File: config.mk
export PLATFORM = sky130hd
export DESIGN_NAME = lpm_ctrl
export DESIGN_NICKNAME = d
export VERILOG_FILES = /design/src/verilog/lpm_pkg.sv /design/src/verilog/lpm_ctrl.sv
export SDC_FILE = /design/constraint.sdc
export NUM_CORES = 1
export LEC_CHECK = 0
export BUFFER_PORTS_ARGS = -buffer_cell sky130_fd_sc_hd__buf_4
export CAP_MARGIN = 0
export CORE_AREA = 2 2 93 95
export DETAILED_ROUTE_END_ITERATION = 8
export DIE_AREA = 0 0 95 97
export PLACE_DENSITY = 0.92
export SLEW_MARGIN = 20
export SYNTH_ARGS = -nofsm -noshare
export SYNTH_HDL_FRONTEND = slang
export SYNTH_SLANG_ARGS = --single-unit
File: constraint.sdc
create_clock -name sys_clk_i -period 8 [get_ports sys_clk_i]
set_input_delay 0.8 -clock sys_clk_i [delete_from_list [all_inputs] [get_ports sys_clk_i]]
set_output_delay 0.8 -clock sys_clk_i [all_outputs]
set_load 0.005 [all_outputs]
File: src/verilog/lpm_pkg.sv
/*
 * Package for the low-power mode controller: operating modes, register
 * offsets, control field positions and oscillator settling figures.
 * Assumes an 8-bit register port with a 4-bit word address.
 */
package lpm_pkg;

  typedef enum logic [3:0] {
    LPM_RESET,
    LPM_HIGH,
    LPM_MED,
    LPM_SUB,
    LPM_SLEEP,
    LPM_SUBSLEEP,
    LPM_WATCH,
    LPM_STANDBY,
    LPM_SETTLE
  } lpm_mode_t;

  // Wake-up requests, levels from the interrupt controller
  typedef struct packed {
    logic timer_a;
    logic timer_c;
    logic [4:0] ext;
    logic [7:0] wakeup;
  } lpm_wake_t;

  localparam int ADDR_W = 4;
  localparam int DATA_W = 8;

  localparam logic [3:0] OFS_SYS_ONE = 4'h0;
  localparam logic [3:0] OFS_SYS_TWO = 4'h1;
  localparam logic [3:0] OFS_TMR_A = 4'h2;
  localparam logic [3:0] OFS_IEN_ONE = 4'h3;
  localparam logic [3:0] OFS_IEN_WKP = 4'h4;
  localparam logic [3:0] OFS_IEN_TWO = 4'h5;
  localparam logic [3:0] OFS_STATUS = 4'h6;

  // system_control_one
  localparam int STANDBY_SELECT_BIT = 7;
  localparam int STS_HI = 6;
  localparam int STS_LO = 4;
  localparam int LOW_SPEED_ON_BIT = 3;
  // system_control_two
  localparam int DIRECT_TRANSFER_ON_BIT = 4;
  localparam int MEDIUM_SPEED_ON_BIT = 3;
  localparam int SDIV_HI = 1;
  localparam int SDIV_LO = 0;
  // timer_a_mode_reg
  localparam int WSEL_BIT = 3;
  // interrupt_enable_one
  localparam int IEN_TA_BIT = 0;
  localparam int IEN_TC_BIT = 1;
  localparam int IEN_EXT_LO = 2;
  localparam int IEN_EXT_HI = 6;
  // interrupt_enable_two
  localparam int IEN_DT_BIT = 0;

  localparam logic [7:0] RST_REG = 8'h00;

  // One settling state is one system clock cycle
  localparam int SETTLE_BASE_STATES = 8192;
  localparam logic [2:0] SETTLE_MAX_SHIFT = 3'h4;
  localparam int SETTLE_CNT_W = 18;
  localparam logic [2:0] MED_DIV_LAST = 3'h7;
  localparam logic [2:0] SUB_MASK_2 = 3'h1;
  localparam logic [2:0] SUB_MASK_4 = 3'h3;
  localparam logic [2:0] SUB_MASK_8 = 3'h7;

endpackage

File: src/verilog/lpm_ctrl.sv
/*
 * Low-power mode controller: mode state machine, CPU clock enables for
 * medium-speed and subactive operation, oscillator settling wait and the
 * control registers. Assumes the CPU pulses sleep_exec_i for one cycle per
 * SLEEP instruction and that all inputs are synchronous to sys_clk_i.
 */
// The address map and the strobed register port were chosen for this implementation.
// Contract
// - SLEEP in subactive, standby 0, low-speed 1, watch 1 enters subsleep.
// - Subsleep halts peripherals but timers A, C and display; keeps pins.
// - Subsleep ends on timer A/C, external, wakeup interrupt or reset pin.
// - No interrupt wake while global mask set or source disabled.
// - Watch goes to subactive on timer A, external 0 or wakeup if low-speed.
// - Subsleep goes to subactive on any enabled listed interrupt.
// - SLEEP in subactive with standby 1 and watch 1 enters watch.
// - Subactive clock is watch clock divided by 2, 4 or 8.
// - Medium-speed on, low-speed off: wake goes to medium-speed active.
// - SLEEP in medium-speed, standby 1, low-speed 0, watch 0: standby.
// - SLEEP in medium-speed with standby 1 and watch 1: watch.
// - SLEEP in medium-speed, standby and low-speed 0, no transfer: sleep.
// - Reset pin low in medium-speed resets CPU and leaves that mode.
// - Medium-speed CPU clock is one eighth of high-speed.
// - Direct transfer SLEEP switches executing modes, then transfer interrupt.
// - Transfer interrupt disabled: direct SLEEP lands in sleep or watch.
// - Transfer under global mask lands in sleep or watch, not wakeable.
// - High-speed direct SLEEP with medium on goes via sleep to medium.
// - Medium-speed direct SLEEP with medium off goes via sleep to high.
// - Active direct SLEEP, standby, low-speed, watch 1: via watch to sub.
// - Subactive direct SLEEP, medium off: via watch, settle, high-speed.
// - Subactive direct SLEEP, medium on: via watch, settle, medium-speed.
// - Settling wait is 8192 shifted by settling code, top bit 131072.
`timescale 1ns/1ps

module lpm_ctrl #(
  parameter int SETTLE_BASE = lpm_pkg::SETTLE_BASE_STATES
) (
  input wire logic sys_clk_i,
  input wire logic nrst_i,
  input wire logic [lpm_pkg::ADDR_W-1:0] addr_i,
  input wire logic [lpm_pkg::DATA_W-1:0] wdata_i,
  input wire logic wr_i,
  input wire logic rd_i,
  output logic [lpm_pkg::DATA_W-1:0] rdata_o,
  input wire logic sleep_exec_i,
  input wire logic global_mask_i,
  input wire lpm_pkg::lpm_wake_t wake_i,
  input wire logic reset_pin_n_i,
  input wire logic watch_clk_i,
  output lpm_pkg::lpm_mode_t mode_o,
  output logic cpu_clk_en_o,
  output logic cpu_reset_o,
  output logic periph_halt_o,
  output logic io_hold_o,
  output logic io_hiz_o,
  output logic osc_run_o,
  output logic irq_start_o,
  output logic dt_irq_start_o
);
  ////////////////////////////////////////////////////////////////////////
  // Registers
  logic [7:0] sys_one, sys_two, tmr_a, ien_one, ien_wkp, ien_two;
  logic [7:0] next_sys_one, next_sys_two, next_tmr_a, next_ien_one;
  logic [7:0] next_ien_wkp, next_ien_two, next_rdata;
  lpm_pkg::lpm_mode_t mode;

  always_comb begin
    next_sys_one = sys_one;
    next_sys_two = sys_two;
    next_tmr_a = tmr_a;
    next_ien_one = ien_one;
    next_ien_wkp = ien_wkp;
    next_ien_two = ien_two;
    next_rdata = 8'h00;
    if (wr_i) begin
      case (addr_i)
        lpm_pkg::OFS_SYS_ONE: next_sys_one = wdata_i;
        lpm_pkg::OFS_SYS_TWO: next_sys_two = wdata_i;
        lpm_pkg::OFS_TMR_A: next_tmr_a = wdata_i;
        lpm_pkg::OFS_IEN_ONE: next_ien_one = wdata_i;
        lpm_pkg::OFS_IEN_WKP: next_ien_wkp = wdata_i;
        lpm_pkg::OFS_IEN_TWO: next_ien_two = wdata_i;
        default: ;
      endcase
    end
    if (rd_i) begin
      case (addr_i)
        lpm_pkg::OFS_SYS_ONE: next_rdata = sys_one;
        lpm_pkg::OFS_SYS_TWO: next_rdata = sys_two;
        lpm_pkg::OFS_TMR_A: next_rdata = tmr_a;
        lpm_pkg::OFS_IEN_ONE: next_rdata = ien_one;
        lpm_pkg::OFS_IEN_WKP: next_rdata = ien_wkp;
        lpm_pkg::OFS_IEN_TWO: next_rdata = ien_two;
        lpm_pkg::OFS_STATUS: next_rdata = {4'h0, mode};
        default: next_rdata = 8'h00;
      endcase
    end
  end

  always_ff @(posedge sys_clk_i or negedge nrst_i) begin
    if (!nrst_i) begin
      sys_one <= lpm_pkg::RST_REG;
      sys_two <= lpm_pkg::RST_REG;
      tmr_a <= lpm_pkg::RST_REG;
      ien_one <= lpm_pkg::RST_REG;
      ien_wkp <= lpm_pkg::RST_REG;
      ien_two <= lpm_pkg::RST_REG;
      rdata_o <= lpm_pkg::RST_REG;
    end else begin
      sys_one <= next_sys_one;
      sys_two <= next_sys_two;
      tmr_a <= next_tmr_a;
      ien_one <= next_ien_one;
      ien_wkp <= next_ien_wkp;
      ien_two <= next_ien_two;
      rdata_o <= next_rdata;
    end
  end

  ////////////////////////////////////////////////////////////////////////
  // Control decode and wake qualification
  logic standby_select, low_speed_on, medium_speed_on, direct_transfer_on, wsel, dt_ok;
  logic [2:0] sts;
  logic [1:0] sdiv;
  logic [4:0] ext_en;
  logic ext_hit, wkp_hit, ta_hit, tc_hit, wake_standby, wake_watch, wake_all;
  lpm_pkg::lpm_mode_t active_target;

  assign standby_select = sys_one[lpm_pkg::STANDBY_SELECT_BIT];
  assign low_speed_on = sys_one[lpm_pkg::LOW_SPEED_ON_BIT];
  assign sts = sys_one[lpm_pkg::STS_HI:lpm_pkg::STS_LO];
  assign medium_speed_on = sys_two[lpm_pkg::MEDIUM_SPEED_ON_BIT];
  assign direct_transfer_on = sys_two[lpm_pkg::DIRECT_TRANSFER_ON_BIT];
  assign sdiv = sys_two[lpm_pkg::SDIV_HI:lpm_pkg::SDIV_LO];
  assign wsel = tmr_a[lpm_pkg::WSEL_BIT];
  assign ext_en = ien_one[lpm_pkg::IEN_EXT_HI:lpm_pkg::IEN_EXT_LO];
  assign dt_ok = direct_transfer_on && ien_two[lpm_pkg::IEN_DT_BIT] && !global_mask_i;
  // Only enabled sources count, and none while masked
  assign ta_hit = wake_i.timer_a && ien_one[lpm_pkg::IEN_TA_BIT] && !global_mask_i;
  assign tc_hit = wake_i.timer_c && ien_one[lpm_pkg::IEN_TC_BIT] && !global_mask_i;
  assign ext_hit = |(wake_i.ext & ext_en) && !global_mask_i;
  assign wkp_hit = |(wake_i.wakeup & ien_wkp) && !global_mask_i;
  assign wake_standby = |(wake_i.ext[1:0] & ext_en[1:0]) && !global_mask_i || wkp_hit;
  assign wake_watch = ta_hit || (wake_i.ext[0] && ext_en[0] && !global_mask_i) || wkp_hit;
  assign wake_all = ta_hit || tc_hit || ext_hit || wkp_hit;
  assign active_target = (medium_speed_on && !low_speed_on) ? lpm_pkg::LPM_MED : lpm_pkg::LPM_HIGH;
  ////////////////////////////////////////////////////////////////////////
  // Settling load
  logic [2:0] sts_shift;
  logic [lpm_pkg::SETTLE_CNT_W-1:0] settle_load;

  always_comb begin
    sts_shift = sts[2] ? lpm_pkg::SETTLE_MAX_SHIFT : {1'b0, sts[1:0]};
    settle_load = (lpm_pkg::SETTLE_CNT_W'(SETTLE_BASE) << sts_shift)
      - lpm_pkg::SETTLE_CNT_W'(1);
  end
  ////////////////////////////////////////////////////////////////////////
  // Mode state machine
  lpm_pkg::lpm_mode_t next_mode, target, next_target;
  logic dt, next_dt, next_irq, next_dtirq;
  logic [lpm_pkg::SETTLE_CNT_W-1:0] cnt, next_cnt;
  always_comb begin
    next_mode = mode;
    next_target = target;
    next_dt = dt;
    next_cnt = cnt;
    next_irq = 1'b0;
    next_dtirq = 1'b0;
    if (!reset_pin_n_i) begin
      next_mode = lpm_pkg::LPM_RESET;
      next_dt = 1'b0;
    end else begin
      case (mode)
        lpm_pkg::LPM_RESET: next_mode = lpm_pkg::LPM_HIGH;
        lpm_pkg::LPM_HIGH, lpm_pkg::LPM_MED: begin
          if (sleep_exec_i) begin
            if (dt_ok && !standby_select && !low_speed_on) begin
              next_mode = lpm_pkg::LPM_SLEEP;
              next_dt = 1'b1;
              next_target = medium_speed_on ? lpm_pkg::LPM_MED : lpm_pkg::LPM_HIGH;
            end else if (dt_ok && standby_select && low_speed_on && wsel) begin
              next_mode = lpm_pkg::LPM_WATCH;
              next_dt = 1'b1;
              next_target = lpm_pkg::LPM_SUB;
            end else if (!standby_select) begin
              next_mode = lpm_pkg::LPM_SLEEP;
            end else if (wsel) begin
              next_mode = lpm_pkg::LPM_WATCH;
            end else if (!low_speed_on) begin
              next_mode = lpm_pkg::LPM_STANDBY;
            end
          end
        end
        lpm_pkg::LPM_SUB: begin
          if (sleep_exec_i && wsel) begin
            if (!standby_select && low_speed_on) begin
              next_mode = lpm_pkg::LPM_SUBSLEEP;
            end else if (standby_select) begin
              next_mode = lpm_pkg::LPM_WATCH;
              if (dt_ok && !low_speed_on) begin
                next_dt = 1'b1;
                next_target = medium_speed_on ? lpm_pkg::LPM_MED : lpm_pkg::LPM_HIGH;
              end
            end
          end
        end
        lpm_pkg::LPM_SLEEP: begin
          if (dt) begin
            next_mode = target;
            next_dt = 1'b0;
            next_dtirq = 1'b1;
          end else if (wake_all) begin
            next_mode = active_target;
            next_irq = 1'b1;
          end
        end
        lpm_pkg::LPM_WATCH: begin
          if (dt && target == lpm_pkg::LPM_SUB) begin
            next_mode = lpm_pkg::LPM_SUB;
            next_dt = 1'b0;
            next_dtirq = 1'b1;
          end else if (dt) begin
            next_mode = lpm_pkg::LPM_SETTLE;
            next_cnt = settle_load;
          end else if (wake_watch && low_speed_on) begin
            next_mode = lpm_pkg::LPM_SUB;
            next_irq = 1'b1;
          end else if (wake_watch) begin
            next_mode = lpm_pkg::LPM_SETTLE;
            next_target = active_target;
            next_cnt = settle_load;
          end
        end
        lpm_pkg::LPM_STANDBY: begin
          if (wake_standby) begin
            next_mode = lpm_pkg::LPM_SETTLE;
            next_target = active_target;
            next_cnt = settle_load;
          end
        end
        lpm_pkg::LPM_SUBSLEEP: begin
          if (wake_all) begin
            next_mode = lpm_pkg::LPM_SUB;
            next_irq = 1'b1;
          end
        end
        lpm_pkg::LPM_SETTLE: begin
          if (cnt == '0) begin
            next_mode = target;
            next_dt = 1'b0;
            next_dtirq = dt;
            next_irq = !dt;
          end else begin
            next_cnt = cnt - lpm_pkg::SETTLE_CNT_W'(1);
          end
        end
        default: next_mode = lpm_pkg::LPM_RESET;
      endcase
    end
  end

  always_ff @(posedge sys_clk_i or negedge nrst_i) begin
    if (!nrst_i) begin
      mode <= lpm_pkg::LPM_RESET;
      target <= lpm_pkg::LPM_HIGH;
      dt <= 1'b0;
      cnt <= '0;
      irq_start_o <= 1'b0;
      dt_irq_start_o <= 1'b0;
    end else begin
      mode <= next_mode;
      target <= next_target;
      dt <= next_dt;
      cnt <= next_cnt;
      irq_start_o <= next_irq;
      dt_irq_start_o <= next_dtirq;
    end
  end
  ////////////////////////////////////////////////////////////////////////
  // CPU clock enables and mode outputs
  logic [2:0] med_cnt, next_med_cnt, sub_cnt, next_sub_cnt, sub_mask;
  logic watch_q, watch_edge, sub_tick;
  logic next_clk_en, next_cpu_rst, next_halt, next_hold, next_hiz, next_osc;
  always_comb begin
    watch_edge = watch_clk_i && !watch_q;
    case (sdiv)
      2'h0: sub_mask = lpm_pkg::SUB_MASK_2;
      2'h1: sub_mask = lpm_pkg::SUB_MASK_4;
      default: sub_mask = lpm_pkg::SUB_MASK_8;
    endcase
    sub_tick = watch_edge && ((sub_cnt & sub_mask) == sub_mask);
    next_sub_cnt = watch_edge ? sub_cnt + 3'h1 : sub_cnt;
    next_med_cnt = med_cnt + 3'h1;
    case (next_mode)
      lpm_pkg::LPM_HIGH: next_clk_en = 1'b1;
      lpm_pkg::LPM_MED: next_clk_en = (med_cnt == lpm_pkg::MED_DIV_LAST);
      lpm_pkg::LPM_SUB: next_clk_en = sub_tick;
      default: next_clk_en = 1'b0;
    endcase
    next_cpu_rst = (next_mode == lpm_pkg::LPM_RESET);
    next_halt = next_mode inside {lpm_pkg::LPM_STANDBY, lpm_pkg::LPM_WATCH,
      lpm_pkg::LPM_SUBSLEEP};
    next_hold = next_mode inside {lpm_pkg::LPM_WATCH, lpm_pkg::LPM_SUBSLEEP};
    next_hiz = (next_mode == lpm_pkg::LPM_STANDBY);
    next_osc = next_mode inside {lpm_pkg::LPM_RESET, lpm_pkg::LPM_HIGH, lpm_pkg::LPM_MED,
      lpm_pkg::LPM_SLEEP, lpm_pkg::LPM_SETTLE};
  end

  always_ff @(posedge sys_clk_i or negedge nrst_i) begin
    if (!nrst_i) begin
      med_cnt <= 3'h0;
      sub_cnt <= 3'h0;
      watch_q <= 1'b0;
      cpu_clk_en_o <= 1'b0;
      cpu_reset_o <= 1'b1;
      periph_halt_o <= 1'b0;
      io_hold_o <= 1'b0;
      io_hiz_o <= 1'b0;
      osc_run_o <= 1'b1;
    end else begin
      med_cnt <= next_med_cnt;
      sub_cnt <= next_sub_cnt;
      watch_q <= watch_clk_i;
      cpu_clk_en_o <= next_clk_en;
      cpu_reset_o <= next_cpu_rst;
      periph_halt_o <= next_halt;
      io_hold_o <= next_hold;
      io_hiz_o <= next_hiz;
      osc_run_o <= next_osc;
    end
  end

  assign mode_o = mode;
endmodule // lpm_ctrl

* Word level (Yosys, flattened, before mapping)
Index checks and enable logic that the tools add are counted.
** Storage, ports and cells
- Bits in registers :: 98
- Bits of input ports :: 35
- Output and inout port bits :: 20
- Word-level logic and storage cells :: 209
** Cells by class
- $add $sub $neg :: 4
- Equality and inequality tests :: 49
- Shift-type cells :: 1
- Multiplexer cells :: 71
- Bitwise operators :: 4
- Reductions and logical operators :: 58
** Operators with widths (count)
- 2-to-1 mux 4 bit :: 31
- 2-to-1 mux 18 bit :: 6
- one-hot mux 8 bit (7 select lines) :: 1
- one-hot mux 18 bit (3 select lines) :: 1
- equality test 4 x 3 -> 1 bit (second input constant) :: 11
- one-hot mux 4 bit (8 select lines) :: 1
- != test 3 bit (second input constant) :: 10
- equality test 4 x 2 -> 1 bit (second input constant) :: 7
- logical AND 1 bit :: 24
- != test 2 bit (second input constant) :: 11
- 2-to-1 mux 1 bit :: 21
- logical NOT 18 bit :: 1
- left shift 14 x 3 -> 18 bit (first input constant) :: 1
- subtractor 18 x 1 -> 18 bit (second input constant) :: 1
- subtractor 18 x 2 -> 18 bit (second input constant) :: 1
- one-hot mux 4 bit (4 select lines) :: 1
- AND reduction 13 bit :: 1
- equality test 4 x 1 -> 1 bit (second input constant) :: 3
- logical NOT 4 bit :: 3
- AND reduction 2 bit :: 6
- AND reduction 9 bit :: 1
- AND 8 bit :: 1
- equality test 4 bit (second input constant) :: 2
- 2-to-1 mux 8 bit :: 1
- 26 further kinds :: 40

* Logic depth before layout (Yosys ltp)
Gate-level depths: netlist of run 1.
- Depth after elaboration :: 12
- Mapped depth :: 10
- Gate-level depth less buffers :: 10

* Least setup slack after synthesis of run 1
OpenSTA, ideal clock, no wires.
- Path type :: in2reg
- From :: input port wake_i[2] (netlist bit)
- To :: register cpu_clk_en_o
- Data arrival time :: 2577 ps
- Required time :: 7867 ps
- Setup slack :: 5290 ps
- Stages on the path :: 7
- Path buffers :: 0
- Cell sequence :: a222oi_1 > a21boi_2 > nand4_1 > mux2i_1 > a211oi_1 > mux2i_1 > a211oi_2
** On the way
- Word-level cells in the longest chain between the ends :: 12
- Elaborated cells on any way between the ends :: 21
- Those cells by class :: eq/ne (3); mux (11); bitwise (1); reduce/logical (6)
** Ends and longest elaborated chain
- start, declared :: line lpm_ctrl.sv:46 : input wire lpm_pkg::lpm_wake_t wake_i,
- AND 8 bit (*) :: line lpm_ctrl.sv:141 : assign wkp_hit = |(wake_i.wakeup & ien_wkp) && !global_mask_i;
- OR reduction 8 bit (*) :: line lpm_ctrl.sv:141
- logical AND 1 bit (*) :: line lpm_ctrl.sv:141
- logical OR 1 bit :: line lpm_ctrl.sv:143 : assign wake_watch = ta_hit || (wake_i.ext[0] && ext_en[0] && !global_mask_i) || wkp_hit;
- 2-to-1 mux 4 bit or logical AND 1 bit (tied branches) :: line lpm_ctrl.sv:227, lpm_ctrl.sv:224
- 2-to-1 mux 4 bit :: line lpm_ctrl.sv:224 : end else if (wake_watch && low_speed_on) begin
- 2-to-1 mux 4 bit :: line lpm_ctrl.sv:221 : end else if (dt) begin
- 2-to-1 mux 4 bit :: line lpm_ctrl.sv:217 : if (dt && target == lpm_pkg::LPM_SUB) begin
- one-hot mux 4 bit (8 select lines) (*) :: line lpm_ctrl.sv:172 : case (mode)
- 2-to-1 mux 4 bit (*) :: line lpm_ctrl.sv:168 : if (!reset_pin_n_i) begin
- equality test 4 x 2 -> 1 bit or equality test 4 x 1 -> 1 bit (tied branches) :: line lpm_ctrl.sv:293 : case (next_mode)
- one-hot mux 1 bit (3 select lines) (*) :: line lpm_ctrl.sv:293
- named net next_clk_en :: line lpm_ctrl.sv:282 : logic next_clk_en, next_cpu_rst, next_halt, next_hold, next_hiz, next_osc;
- end signal, assigned :: line lpm_ctrl.sv:323 : cpu_clk_en_o <= next_clk_en;
- end, declared :: line lpm_ctrl.sv:50 : output logic cpu_clk_en_o,
Mark *: on every way through the listed nets, which the timed path passes. The rest lies on a longest branch.
A chain may end at the register's enable or synchronous reset.

* Final worst setup path of run 1
- From :: register cnt[0] (netlist bit)
- To :: register cnt[15] (netlist bit)
** On the way
- Word-level cells in the longest chain between the ends :: 3
- Elaborated cells on any way between the ends :: 6
- Those cells by class :: add/sub (1); eq/ne (1); mux (2); reduce/logical (2)
** Ends and longest elaborated chain
- start, declared :: line lpm_ctrl.sv:160 : logic [lpm_pkg::SETTLE_CNT_W-1:0] cnt, next_cnt;
- start signal, assigned :: line lpm_ctrl.sv:273 : cnt <= next_cnt;
- subtractor 18 x 1 -> 18 bit or logical NOT 18 bit (tied branches) :: line lpm_ctrl.sv:253, lpm_ctrl.sv:247
- 2-to-1 mux 18 bit or != test 2 bit (tied branches)
- one-hot mux 18 bit (3 select lines) or AND reduction 7 bit (tied branches)
Parallel ways exist; a longest one is shown, timed or not. The select of a mux whose other input is x is not followed.

==> impl_summary.md, run 1 <==
Outcome
The run finished with clean final reports.

Floorplan
The die is 97 microns tall. The floorplan has 33 rows. The initial standard-cell utilization of the core is 0.6350.

The die extent in x is 95 microns. The I/O pin total is 55. The placeable core region is 0.008134 sq mm. The floorplan step defined a die boundary enclosing 0.009215 sq mm.

Routing
The detailed-route vias per instance is 6.508. The number of remaining DRC errors is 0. The number of detailed-routing iterations run before antenna repair is 5. The final layout contains routed wiring with a total length of 12660 microns.

For this block, the initial DRC count from the detailed router was 333. Dividing the detail-routed wire length by the instance count gives 19.39 microns. The residual antenna-violating net count after detailed routing is 0. The final route contains 4250 vias.

Critical path
On the critical path, the stage with the largest delay is an instance of sky130_fd_sc_hd__a211oi_4. Walking the worst path, the cells encountered are inv_1 > ha_1 > or3b_1 > nand4bb_4 > o311a_4 > a211oi_4 > inv_2 > o21ai_0 > nand2_1 > o21ai_0. The endpoint type of the worst setup path is a flop. The cell type with the highest occurrence count on the critical path is sky130_fd_sc_hd__o21ai_0. The cell type group with the largest total delay on the critical path is compound AO/OA/AOI/OAI gates. The data arrival time of the critical path is 3.45 ns. The maximum fanout along the worst path is 18. The critical path start-end classification is flop to flop. The critical path contains buffers and inverters numbering 2 combined. On the worst path, the slowest cell contributes a delay of 0.62 ns. The nature of the critical path startpoint is a flop. The worst path required time is 8.27 ns.

CTS
Counting the buffers created by CTS gives 9. TritonCTS built the clock tree. The clock slew at the register clock pins of the worst setup and hold paths is 0.10 ns.

Counting along the longest clock path gives a buffer depth of 2. Hold repair after CTS inserted 0 buffers. CTS built an H-tree with a depth of 3.

The insertion delay to the later sink of the worst-skew pair is 0.37 ns. In this run the clock root is driven by a sky130_fd_sc_hd__clkbuf_8. Counting every sink on the clock net gives 96. The post-cts gate resize count is 0. Once the clock tree was built, the setup fixing pass inserted 0 buffers.

Pwr
The power share of the combinational group is 0.283. The switching component of the power is 0.5300 mW. The ratio of total power to cell area is 259.9 mW/mm^2.

The maximum resistive drop on vdd is 149.9 uV. The relative contribution of the clock network to total power is 0.232. The share of total power dissipated in sequential elements is 0.484. The internal power consumption is 0.9893 mW.

The final total power is 1.519 mW. Of the total power, the share spent switching nets is 0.3488. The analysis attributes to cell leakage a power of 2.585 nW.

Synth
Yosys mapped a number of flops with a built-in enable equal to 0. The commonest cells after synthesis are sky130_fd_sc_hd__dfrtp_1 (93), sky130_fd_sc_hd__mux2_2 (56), sky130_fd_sc_hd__nor2_1 (53). The proportion of netlist area held by the largest area contributor is 0.4506. For this run, the number of Yosys warnings is 0. sky130_fd_sc_hd__dfrtp_1 takes more of the synthesized area than any other cell. For this run, the register share of the synthesized area comes to 0.4658. In the synthesized netlist the async set-or-reset flop fraction comes to 1.000. When the netlist entered floorplanning its net count stood at 537. The number of synthesized register bits is 96. The flip-flop cell with the highest count after synthesis is sky130_fd_sc_hd__dfrtp_1. The cell area that synthesis handed to floorplanning was 0.005165 sq mm. Yosys mapped the design onto 71 distinct sky130hd cell types. Yosys attributes the largest share of cell area to sky130_fd_sc_hd__dfrtp_1 (45%), sky130_fd_sc_hd__mux2_2 (12%), sky130_fd_sc_hd__nor2_1 (3.9%). The average instance area after synthesis is 10.37 sq um. The cell count after synthesis is 498. The most common cell in the synthesized netlist is sky130_fd_sc_hd__dfrtp_1.

Global routing
The met3 demand-to-capacity share in global routing is 0.05997. The global-route usage over all layers is 0.2906. After global routing the overflow that remains totals 0. The met1 routing resource usage after global routing is 0.3842. The global routing stage identified its most utilized layer as met2.

The number of global-route vias before repair came to 4271. The first global-routing pass estimated 21010 microns of wire. The initial antenna violation count is 0. In the global route stage, met2 resource usage came out at 0.4599.

The maximum number of pins on one net before global-route repair is 65.

Timing
The worst-case setup margin in the final layout is 4.818 ns. The final count of hold timing violations is 0. Headroom to the max-slew limit came out at 0.2971. Setup repair after global routing left no endpoint under its margin. At the pin with the least slew margin, the transition time is 1.038 ns. The total negative setup slack is 0 ns. For this run, the top clock speed supported by timing is 314.3 MHz. Setup violations remaining at the end of the flow were counted as 0.

The count of final max-slew check failures is 0. The post-route minimum period is 3.182 ns. Dividing the final minimum period by the clock period gives 0.3978. Across the routed clock network, the largest skew measured is 0.01149 ns.

Cells and area
Compared with the post-synthesis result, the final layout area differs by 13.18%. The layout net count is 582. The fraction of layout instances using a drive strength above 1 is 0.2682. The number of antenna diodes in the final layout is 0. For this run, the share of the core covered by cells in the final layout is 0.7187.

Place
The count of input and output buffers is 54. The HPWL after detailed placement is 8973 microns. Routability-driven placement finished with a final weighted congestion of 0.9142. The pre-CTS setup slack is 4.572 ns.

Flow run
Max-cap violations in this run came to 0.

Worst hold path
The type of the most critical hold path is primary input to async pin.
-- cells in the final DEF, fill, tap and decap left out, types with 3 or more instances in the layout --
cell	netlist	routed
sky130_fd_sc_hd__ha_1	4	4
sky130_fd_sc_hd__nor4b_1	3	3
sky130_fd_sc_hd__o31ai_1	4	4
sky130_fd_sc_hd__nand2_1	34	34
sky130_fd_sc_hd__nand2b_1	6	6
sky130_fd_sc_hd__nand4b_1	4	4
sky130_fd_sc_hd__a211oi_1	5	5
sky130_fd_sc_hd__inv_1	13	13
sky130_fd_sc_hd__nor2_1	53	53
sky130_fd_sc_hd__dfrtp_1	93	93
sky130_fd_sc_hd__a31oi_1	8	8
sky130_fd_sc_hd__a211o_1	4	4
sky130_fd_sc_hd__a32oi_1	3	3
sky130_fd_sc_hd__nand3_1	20	20
sky130_fd_sc_hd__a21oi_1	24	24
sky130_fd_sc_hd__mux2_2	56	56
sky130_fd_sc_hd__buf_4	0	56
sky130_fd_sc_hd__mux2i_1	9	9
sky130_fd_sc_hd__nand4_1	3	3
sky130_fd_sc_hd__nor3_1	12	12
sky130_fd_sc_hd__or3_1	5	5
sky130_fd_sc_hd__dfstp_2	3	3
sky130_fd_sc_hd__a222oi_1	4	4
sky130_fd_sc_hd__and2_1	4	4
sky130_fd_sc_hd__nor2b_1	8	8
sky130_fd_sc_hd__a22oi_1	4	4
sky130_fd_sc_hd__o21ai_0	29	29
sky130_fd_sc_hd__o41ai_1	4	4
sky130_fd_sc_hd__nand3b_1	5	5
sky130_fd_sc_hd__clkbuf_8	0	9
sky130_fd_sc_hd__a221oi_1	4	4
-- worst reg2reg max path, delay by kind of cell, from the launching register on --
kind / cells / cell delay, ns
adder cells (fa/ha/maj): 1 / 0.21
AND/OR/NAND/NOR: 3 / 0.83
flip-flops: 1 / 0.42
AO/OA/AOI/OAI: 4 / 1.33
buffers and inverters: 2 / 0.30
-- worst paths after layout --
| path | cells after the start | to | slack [ns] | from |
|---|---|---|---|---|
| setup / recovery | 10 | cnt[15] | 4.82 | cnt[0] |
| hold / removal | 1 | cnt[2] | 0.35 | nrst_i |
| setup reg to reg | 10 | cnt[15] | 4.82 | cnt[0] |
| hold reg to reg | 1 | med_cnt[0] | 0.44 | med_cnt[0] |
| max in group asynchronous | 2 | ien_two[0] | 6.50 | nrst_i |
| min in group sys_clk_i | 1 | med_cnt[0] | 0.44 | med_cnt[0] |
-- per-layer routing --
| metal | share of wire | vias up |
|---|---|---|
| met5 | 0 | - |
| met4 | 0.033 | 0 |
| met3 | 0.058 | 38 |
| met2 | 0.50 | 175 |
| met1 | 0.41 | 2091 |
| li1 | - | 1946 |
-- flip-flops by register name (all words and copies together), names as in the netlist, 8 cells and up --
| register | count |
|---|---|
| ien_two | 8 |
| tmr_a | 8 |
| sys_two | 8 |
| cnt | 18 |
| ien_wkp | 8 |
| ien_one | 8 |
| sys_one | 8 |
| rdata_o | 8 |
-- metrics by stage --
step,instances,hold slack [ns],instance area [sq um]
finish,653,0.3520,5846
detailed placement,637,0.4200,5627
floorplan,498,0.4006,5165
CTS,653,0.3663,5846
global route,653,0.3838,5846
global placement,637,0.4113,5627
-- cells by family after synthesis --
logic type | synth area share
multiplexers | 0.1483
AND/OR/NAND/NOR | 0.1793
AO/OA/AOI/OAI | 0.1630
adder cells (fa/ha/maj) | 0.009690
buffers and inverters | 0.02883
XOR/XNOR | 0.005088
flip-flops | 0.4658
-- cell type report --
type	count	area, sq um
clock buffers	10	127.6
clock inverters	6	91.34
fillers	559	2288
inverters	14	52.55
multi-input cells	366	2616
flip-flops and latches	96	2406
well taps	105	131.4
repair buffers	56	420.4
-- power by group through the flow --
stage / clock network (mW) / logic (mW) / registers (mW)
after global routing: 0.377 / 0.476 / 0.753
after detailed placement: 0 / 0.424 / 0.741
after CTS: 0.356 / 0.428 / 0.731
after floorplan: 0 / 0.337 / 0.685
final: 0.353 / 0.430 / 0.736
after global placement: 0 / 0.407 / 0.733
Note: power is estimated with default switching activity, not from simulation.
==> run 2, diff against run 1 <==
--- a/config.mk
+++ b/config.mk
@@ -5,12 +5,13 @@
 export SDC_FILE = /design/constraint.sdc
 export NUM_CORES = 1
 export LEC_CHECK = 0
+export ABC_AREA = 1
 export BUFFER_PORTS_ARGS = -buffer_cell sky130_fd_sc_hd__buf_4
 export CAP_MARGIN = 0
-export CORE_AREA = 2 2 93 95
+export CORE_AREA = 2 2 95 97
 export DETAILED_ROUTE_END_ITERATION = 8
-export DIE_AREA = 0 0 95 97
-export PLACE_DENSITY = 0.92
+export DIE_AREA = 0 0 97 99
+export PLACE_DENSITY = 0.85
 export SLEW_MARGIN = 20
 export SYNTH_ARGS = -nofsm -noshare
 export SYNTH_HDL_FRONTEND = slang
==> constraint.sdc (replaced) <==
create_clock -name sys_clk_i -period 3.2 [get_ports sys_clk_i]
set_input_delay 0.32 -clock sys_clk_i [delete_from_list [all_inputs] [get_ports sys_clk_i]]
set_output_delay 0.32 -clock sys_clk_i [all_outputs]
set_load 0.005 [all_outputs]
==> run 2 against run 1 <==
Net effect: synthesized cell count rose by 24%; wire length down 1.6%; sequential power up 140%; register-to-register slack got worse by 3.9 ns; core utilization down 6.1 points; final cell count increased by 21%; design area is 3.8% lower; first-iteration DRC count down 11%; critical path depth rose by 2; clock skew rose by 0.0020 ns; worst hold slack worse by 0.31 ns; maximum frequency is 37% higher; critical endpoint is now cnt[7].
==> impl_summary.md, run 2 <==
Global routing
The first global-routing pass estimated 20790 microns of wire. Entering global routing, the biggest net connects 56 pins. For this run, the total global-route usage over all layers was measured as 0.2732.

For this run the aggregate overflow at the end of global routing stands at 0. The number of global-route vias before repair is 4280. The initial antenna violation count came to 0.

Synth
The leading area contributor after synthesis is sky130_fd_sc_hd__dfrtp_1. By area the synthesized netlist is led by sky130_fd_sc_hd__dfrtp_1 (48%), sky130_fd_sc_hd__nand2_1 (14%), sky130_fd_sc_hd__o21ai_0 (7.7%). Measured against the total synthesized area, the mux share comes to 0. After synthesis, the largest family of logic cells by area is simple AND/OR/NAND/NOR gates. The share of synthesized area in the top cell type comes to 0.4753.

Each instance of the synthesized netlist takes up on average 7.897 sq um. The share of async-settable or async-resettable flops after synthesis is 1.000. By count the netlist is led by sky130_fd_sc_hd__nand2_1 (183), sky130_fd_sc_hd__dfrtp_1 (93), sky130_fd_sc_hd__o21ai_0 (75). In the synthesized netlist the dominant register cell turns out to be sky130_fd_sc_hd__dfrtp_1. The compound-gate portion of the synthesized area was 0.1416. Counting flops with a built-in enable in the synthesized netlist gives 0. Yosys printed 0 warnings. In the post-synthesis netlist, the cell with the most instances is sky130_fd_sc_hd__nand2_1.

Counting every net in the synthesized netlist gives 659. The area fraction in and, or, nand and nor cells after synthesis is 0.2844. The number of different library cells in the post-synthesis netlist is 37. The netlist area before placement is 0.004896 sq mm. The portion of the post-synthesis area used by sequential elements is 0.4914. Of the total synthesized cell area, the portion taken by full adders, half adders and majority gates is 0.01022. The xor/xnor cell area share of the yosys netlist is 0.01431.

In the synthesized netlist, the number of instances is 620. Counting flops and latches in the post-synthesis netlist gives 96.

Timing
Setup repair after global routing left no endpoint under its margin. Across all hold checks on the routed design, the worst slack comes to 0.04356 ns. At the pin with the least slew margin, the transition time is 0.6976 ns. Setup total negative slack on the finished layout was measured at 0 ns. The final count of hold timing violations is 0.

The final critical-path share of the clock period is 0.7257. The setup clock skew after layout is 0.01351 ns. The maximum operating frequency is 430.6 MHz.

The count of final max-slew check failures came to 0. The normalized max-slew margin is 0.5349. The worst path in the final design needs a cycle of 2.322 ns, including I/O delays and setup. The count of endpoints failing setup in the final report is 0. Setup slack closes at 0.8777 ns.

Routing
The final route contains 4568 vias. After detailed routing, the number of vias per cell comes to 5.775. The number of remaining DRC errors is 0.

The uppermost signal routing layer after detailed routing is met4. Summed over all nets, wire length on met2 after detailed routing comes to 5913 microns. For this block, wires on met1 add up to 5207 microns. The first routing iteration left 296 violations. For this block, the routed nets add up to 12460 microns of wire. The pre-antenna-repair detailed-routing pass consisted of 5 iterations. The wire length per cell after detailed routing is 15.75 microns. Wire segments on met3 add up to 943 microns in the final route. The residual antenna-violating net count after detailed routing is 0.

Cells and area
Leaving out fill and tap cells, the most frequent cell in the layout is sky130_fd_sc_hd__nand2_1. The flip-flop count of the largest register, all copies and words added is 18. The register with the most flip-flops in the final layout is cnt. The area growth from synthesis to layout is 14.85%. The antenna cell count is 0. Fill cells in the final layout number 717. The final layout contains 717 nets. Of the cells placed in the final design, the portion with a size suffix greater than 1 is 0.1435. In the layout the commonest cells are sky130_fd_sc_hd__nand2_1 (183), sky130_fd_sc_hd__dfrtp_1 (93), sky130_fd_sc_hd__o21ai_0 (75), sky130_fd_sc_hd__nor2_1 (68), sky130_fd_sc_hd__buf_4 (56).

The final non-filler cell area is 0.005623 sq mm. The finished layout holds 791 standard cells, fillers aside.

CTS
The tree is rooted in a sky130_fd_sc_hd__clkbuf_8. In this run the deepest clock path goes through 2 buffers. Clock-pin slew was measured on the worst setup and hold paths at 0.11 ns. TritonCTS created 9 clock buffers.

The insertion delay to the later sink of the worst-skew pair is 0.38 ns. The clock tree synthesis step divided the H-tree into 3 levels. The clock tree from TritonCTS is done. The buffers inserted during post-CTS setup optimization is 0. The number of clock sinks is 96. The post-cts gate resize count is 0.

Floorplan
The placeable core region is 0.008551 sq mm. The height of the die is 99 microns. For this design the top-level I/O count stands at 55.

The area of the die is 0.009603 sq mm. For this configuration, the core starts out at a cell density of 0.5726. The site row count is 34. The die is 97 microns wide.

Critical path
STA classifies the critical path startpoint as a flop. The maximum fanout along the worst path is 19. Counting both buffers and inverters, the worst setup path holds a total of 2. The worst path required time is 3.48 ns. The critical path in this run is classified as flop to flop. The data arrival time of the critical path is 2.60 ns. The cell family contributing the most delay on the critical path is simple AND/OR/NAND/NOR gates. The largest single stage delay on the critical path is 0.50 ns.

The signal on the critical path passes through nor2_4 > nand3_4 > inv_2 > nor2_1 > nor3_2 > nand3_2 > nor2_8 > inv_4 > nor2_8 > nand2_1 > o21ai_1 > nand3_1. The cell type of the slowest stage on the worst timing path is sky130_fd_sc_hd__dfrtp_1. The cell that appears most often on the critical path is sky130_fd_sc_hd__nor2_8. STA classifies the critical path endpoint as a flop.

Pwr
The relative contribution of the clock network to total power is 0.211. The switching component of the power is 1.560 mW. Of the total power, the share spent switching nets is 0.4049.

The ratio of total power to cell area is 685.4 mW/mm^2. IR analysis of the VDD net gives a maximum drop of 326.3 uV. The sequential cell fraction of total power is 0.468. For this design the static power due to leakage is 2.824 nW. The power share of the combinational group is 0.322. Internal power comes to 2.294 mW.

Place
Routability-driven placement finished with a final weighted congestion of 0.9462. The pre-CTS setup slack is 0.8732 ns. The placed standard-cell area is 0.005410 sq mm.

After detailed placement, the design holds a cell count of 774. After legalization and detailed placement, the total HPWL measured 9280 microns. The count of input and output buffers is 54.

Outcome
The flow ran to the end, and the final reports show no timing, DRC or antenna violations.

Flow run
The tool flagged a number of max-cap violations equal to 0.

Worst hold path
In this run the worst hold path is classified as primary input to flop.
==> run 2: what timing repair did <==
action / in CTS / in global routing
hold buffers: 1 / 0
endpoints found under the hold margin: 41 / 0
endpoints found under the setup margin: 0 / 0
==> run 2: layout make-up <==
| type | instances | area, sq um | area share |
|---|---|---|---|
| repair buffers | 57 | 430.4 | 0.07655 |
| well taps | 108 | 135.1 | 0.02403 |
| multi-input cells | 450 | 2206 | 0.3923 |
| clock inverters | 7 | 78.83 | 0.01402 |
| clock buffers | 9 | 123.9 | 0.02203 |
| inverters | 64 | 242.7 | 0.04317 |
| flip-flops and latches | 96 | 2406 | 0.4279 |
==> run 2: kinds of logic (layout without fill, tap and decap cells) <==
group / Yosys count / in the layout
simple gates: 314 / 314
fa+ha+maj: 4 / 4
flops: 96 / 96
compound gates: 124 / 124
buf+inv: 74 / 137
xor+xnor: 8 / 8
==> run 2: worst paths after layout <==
check | startpoint | endpoint | slack [ns] | depth (start not counted)
setup / recovery | mode_o[1] | cnt[7] | 0.88 | 12
hold / removal | watch_clk_i | watch_q | 0.04 | 1
setup reg to reg | mode_o[1] | cnt[7] | 0.88 | 12
hold reg to reg | med_cnt[0] | med_cnt[0] | 0.43 | 1
max in group asynchronous | nrst_i | osc_run_o | 1.86 | 3
min in group asynchronous | nrst_i | cnt[3] | 0.52 | 2
==> run 2: power groups by stage <==
stage	Sequential (mW)	Combinational (mW)	Clock [mW]
3_3_place_gp	1.80	1.18	0
6_report	1.80	1.24	0.812
3_5_place_dp	1.81	1.22	0
4_1_cts	1.80	1.23	0.833
2_1_floorplan	1.73	0.873	0
5_1_grt	1.84	1.41	0.882
==> run 2: metal layers <==
layer / vias to the layer above / GRT usage
met5: - / 0
met4: 0 / 0.1203
met3: 45 / 0.05674
met2: 224 / 0.4370
met1: 2132 / 0.3634
li1: 2167 / -
==> run 2: stage by stage <==
| step | util | power [mW] |
|---|---|---|
| 2_1_floorplan | - | 2.603 |
| 3_3_place_gp | 0.6327 | 2.983 |
| 3_5_place_dp | 0.6327 | 3.035 |
| 4_1_cts | 0.6576 | 3.862 |
| 5_1_grt | 0.6576 | 4.134 |
| 6_report | 0.6576 | 3.854 |
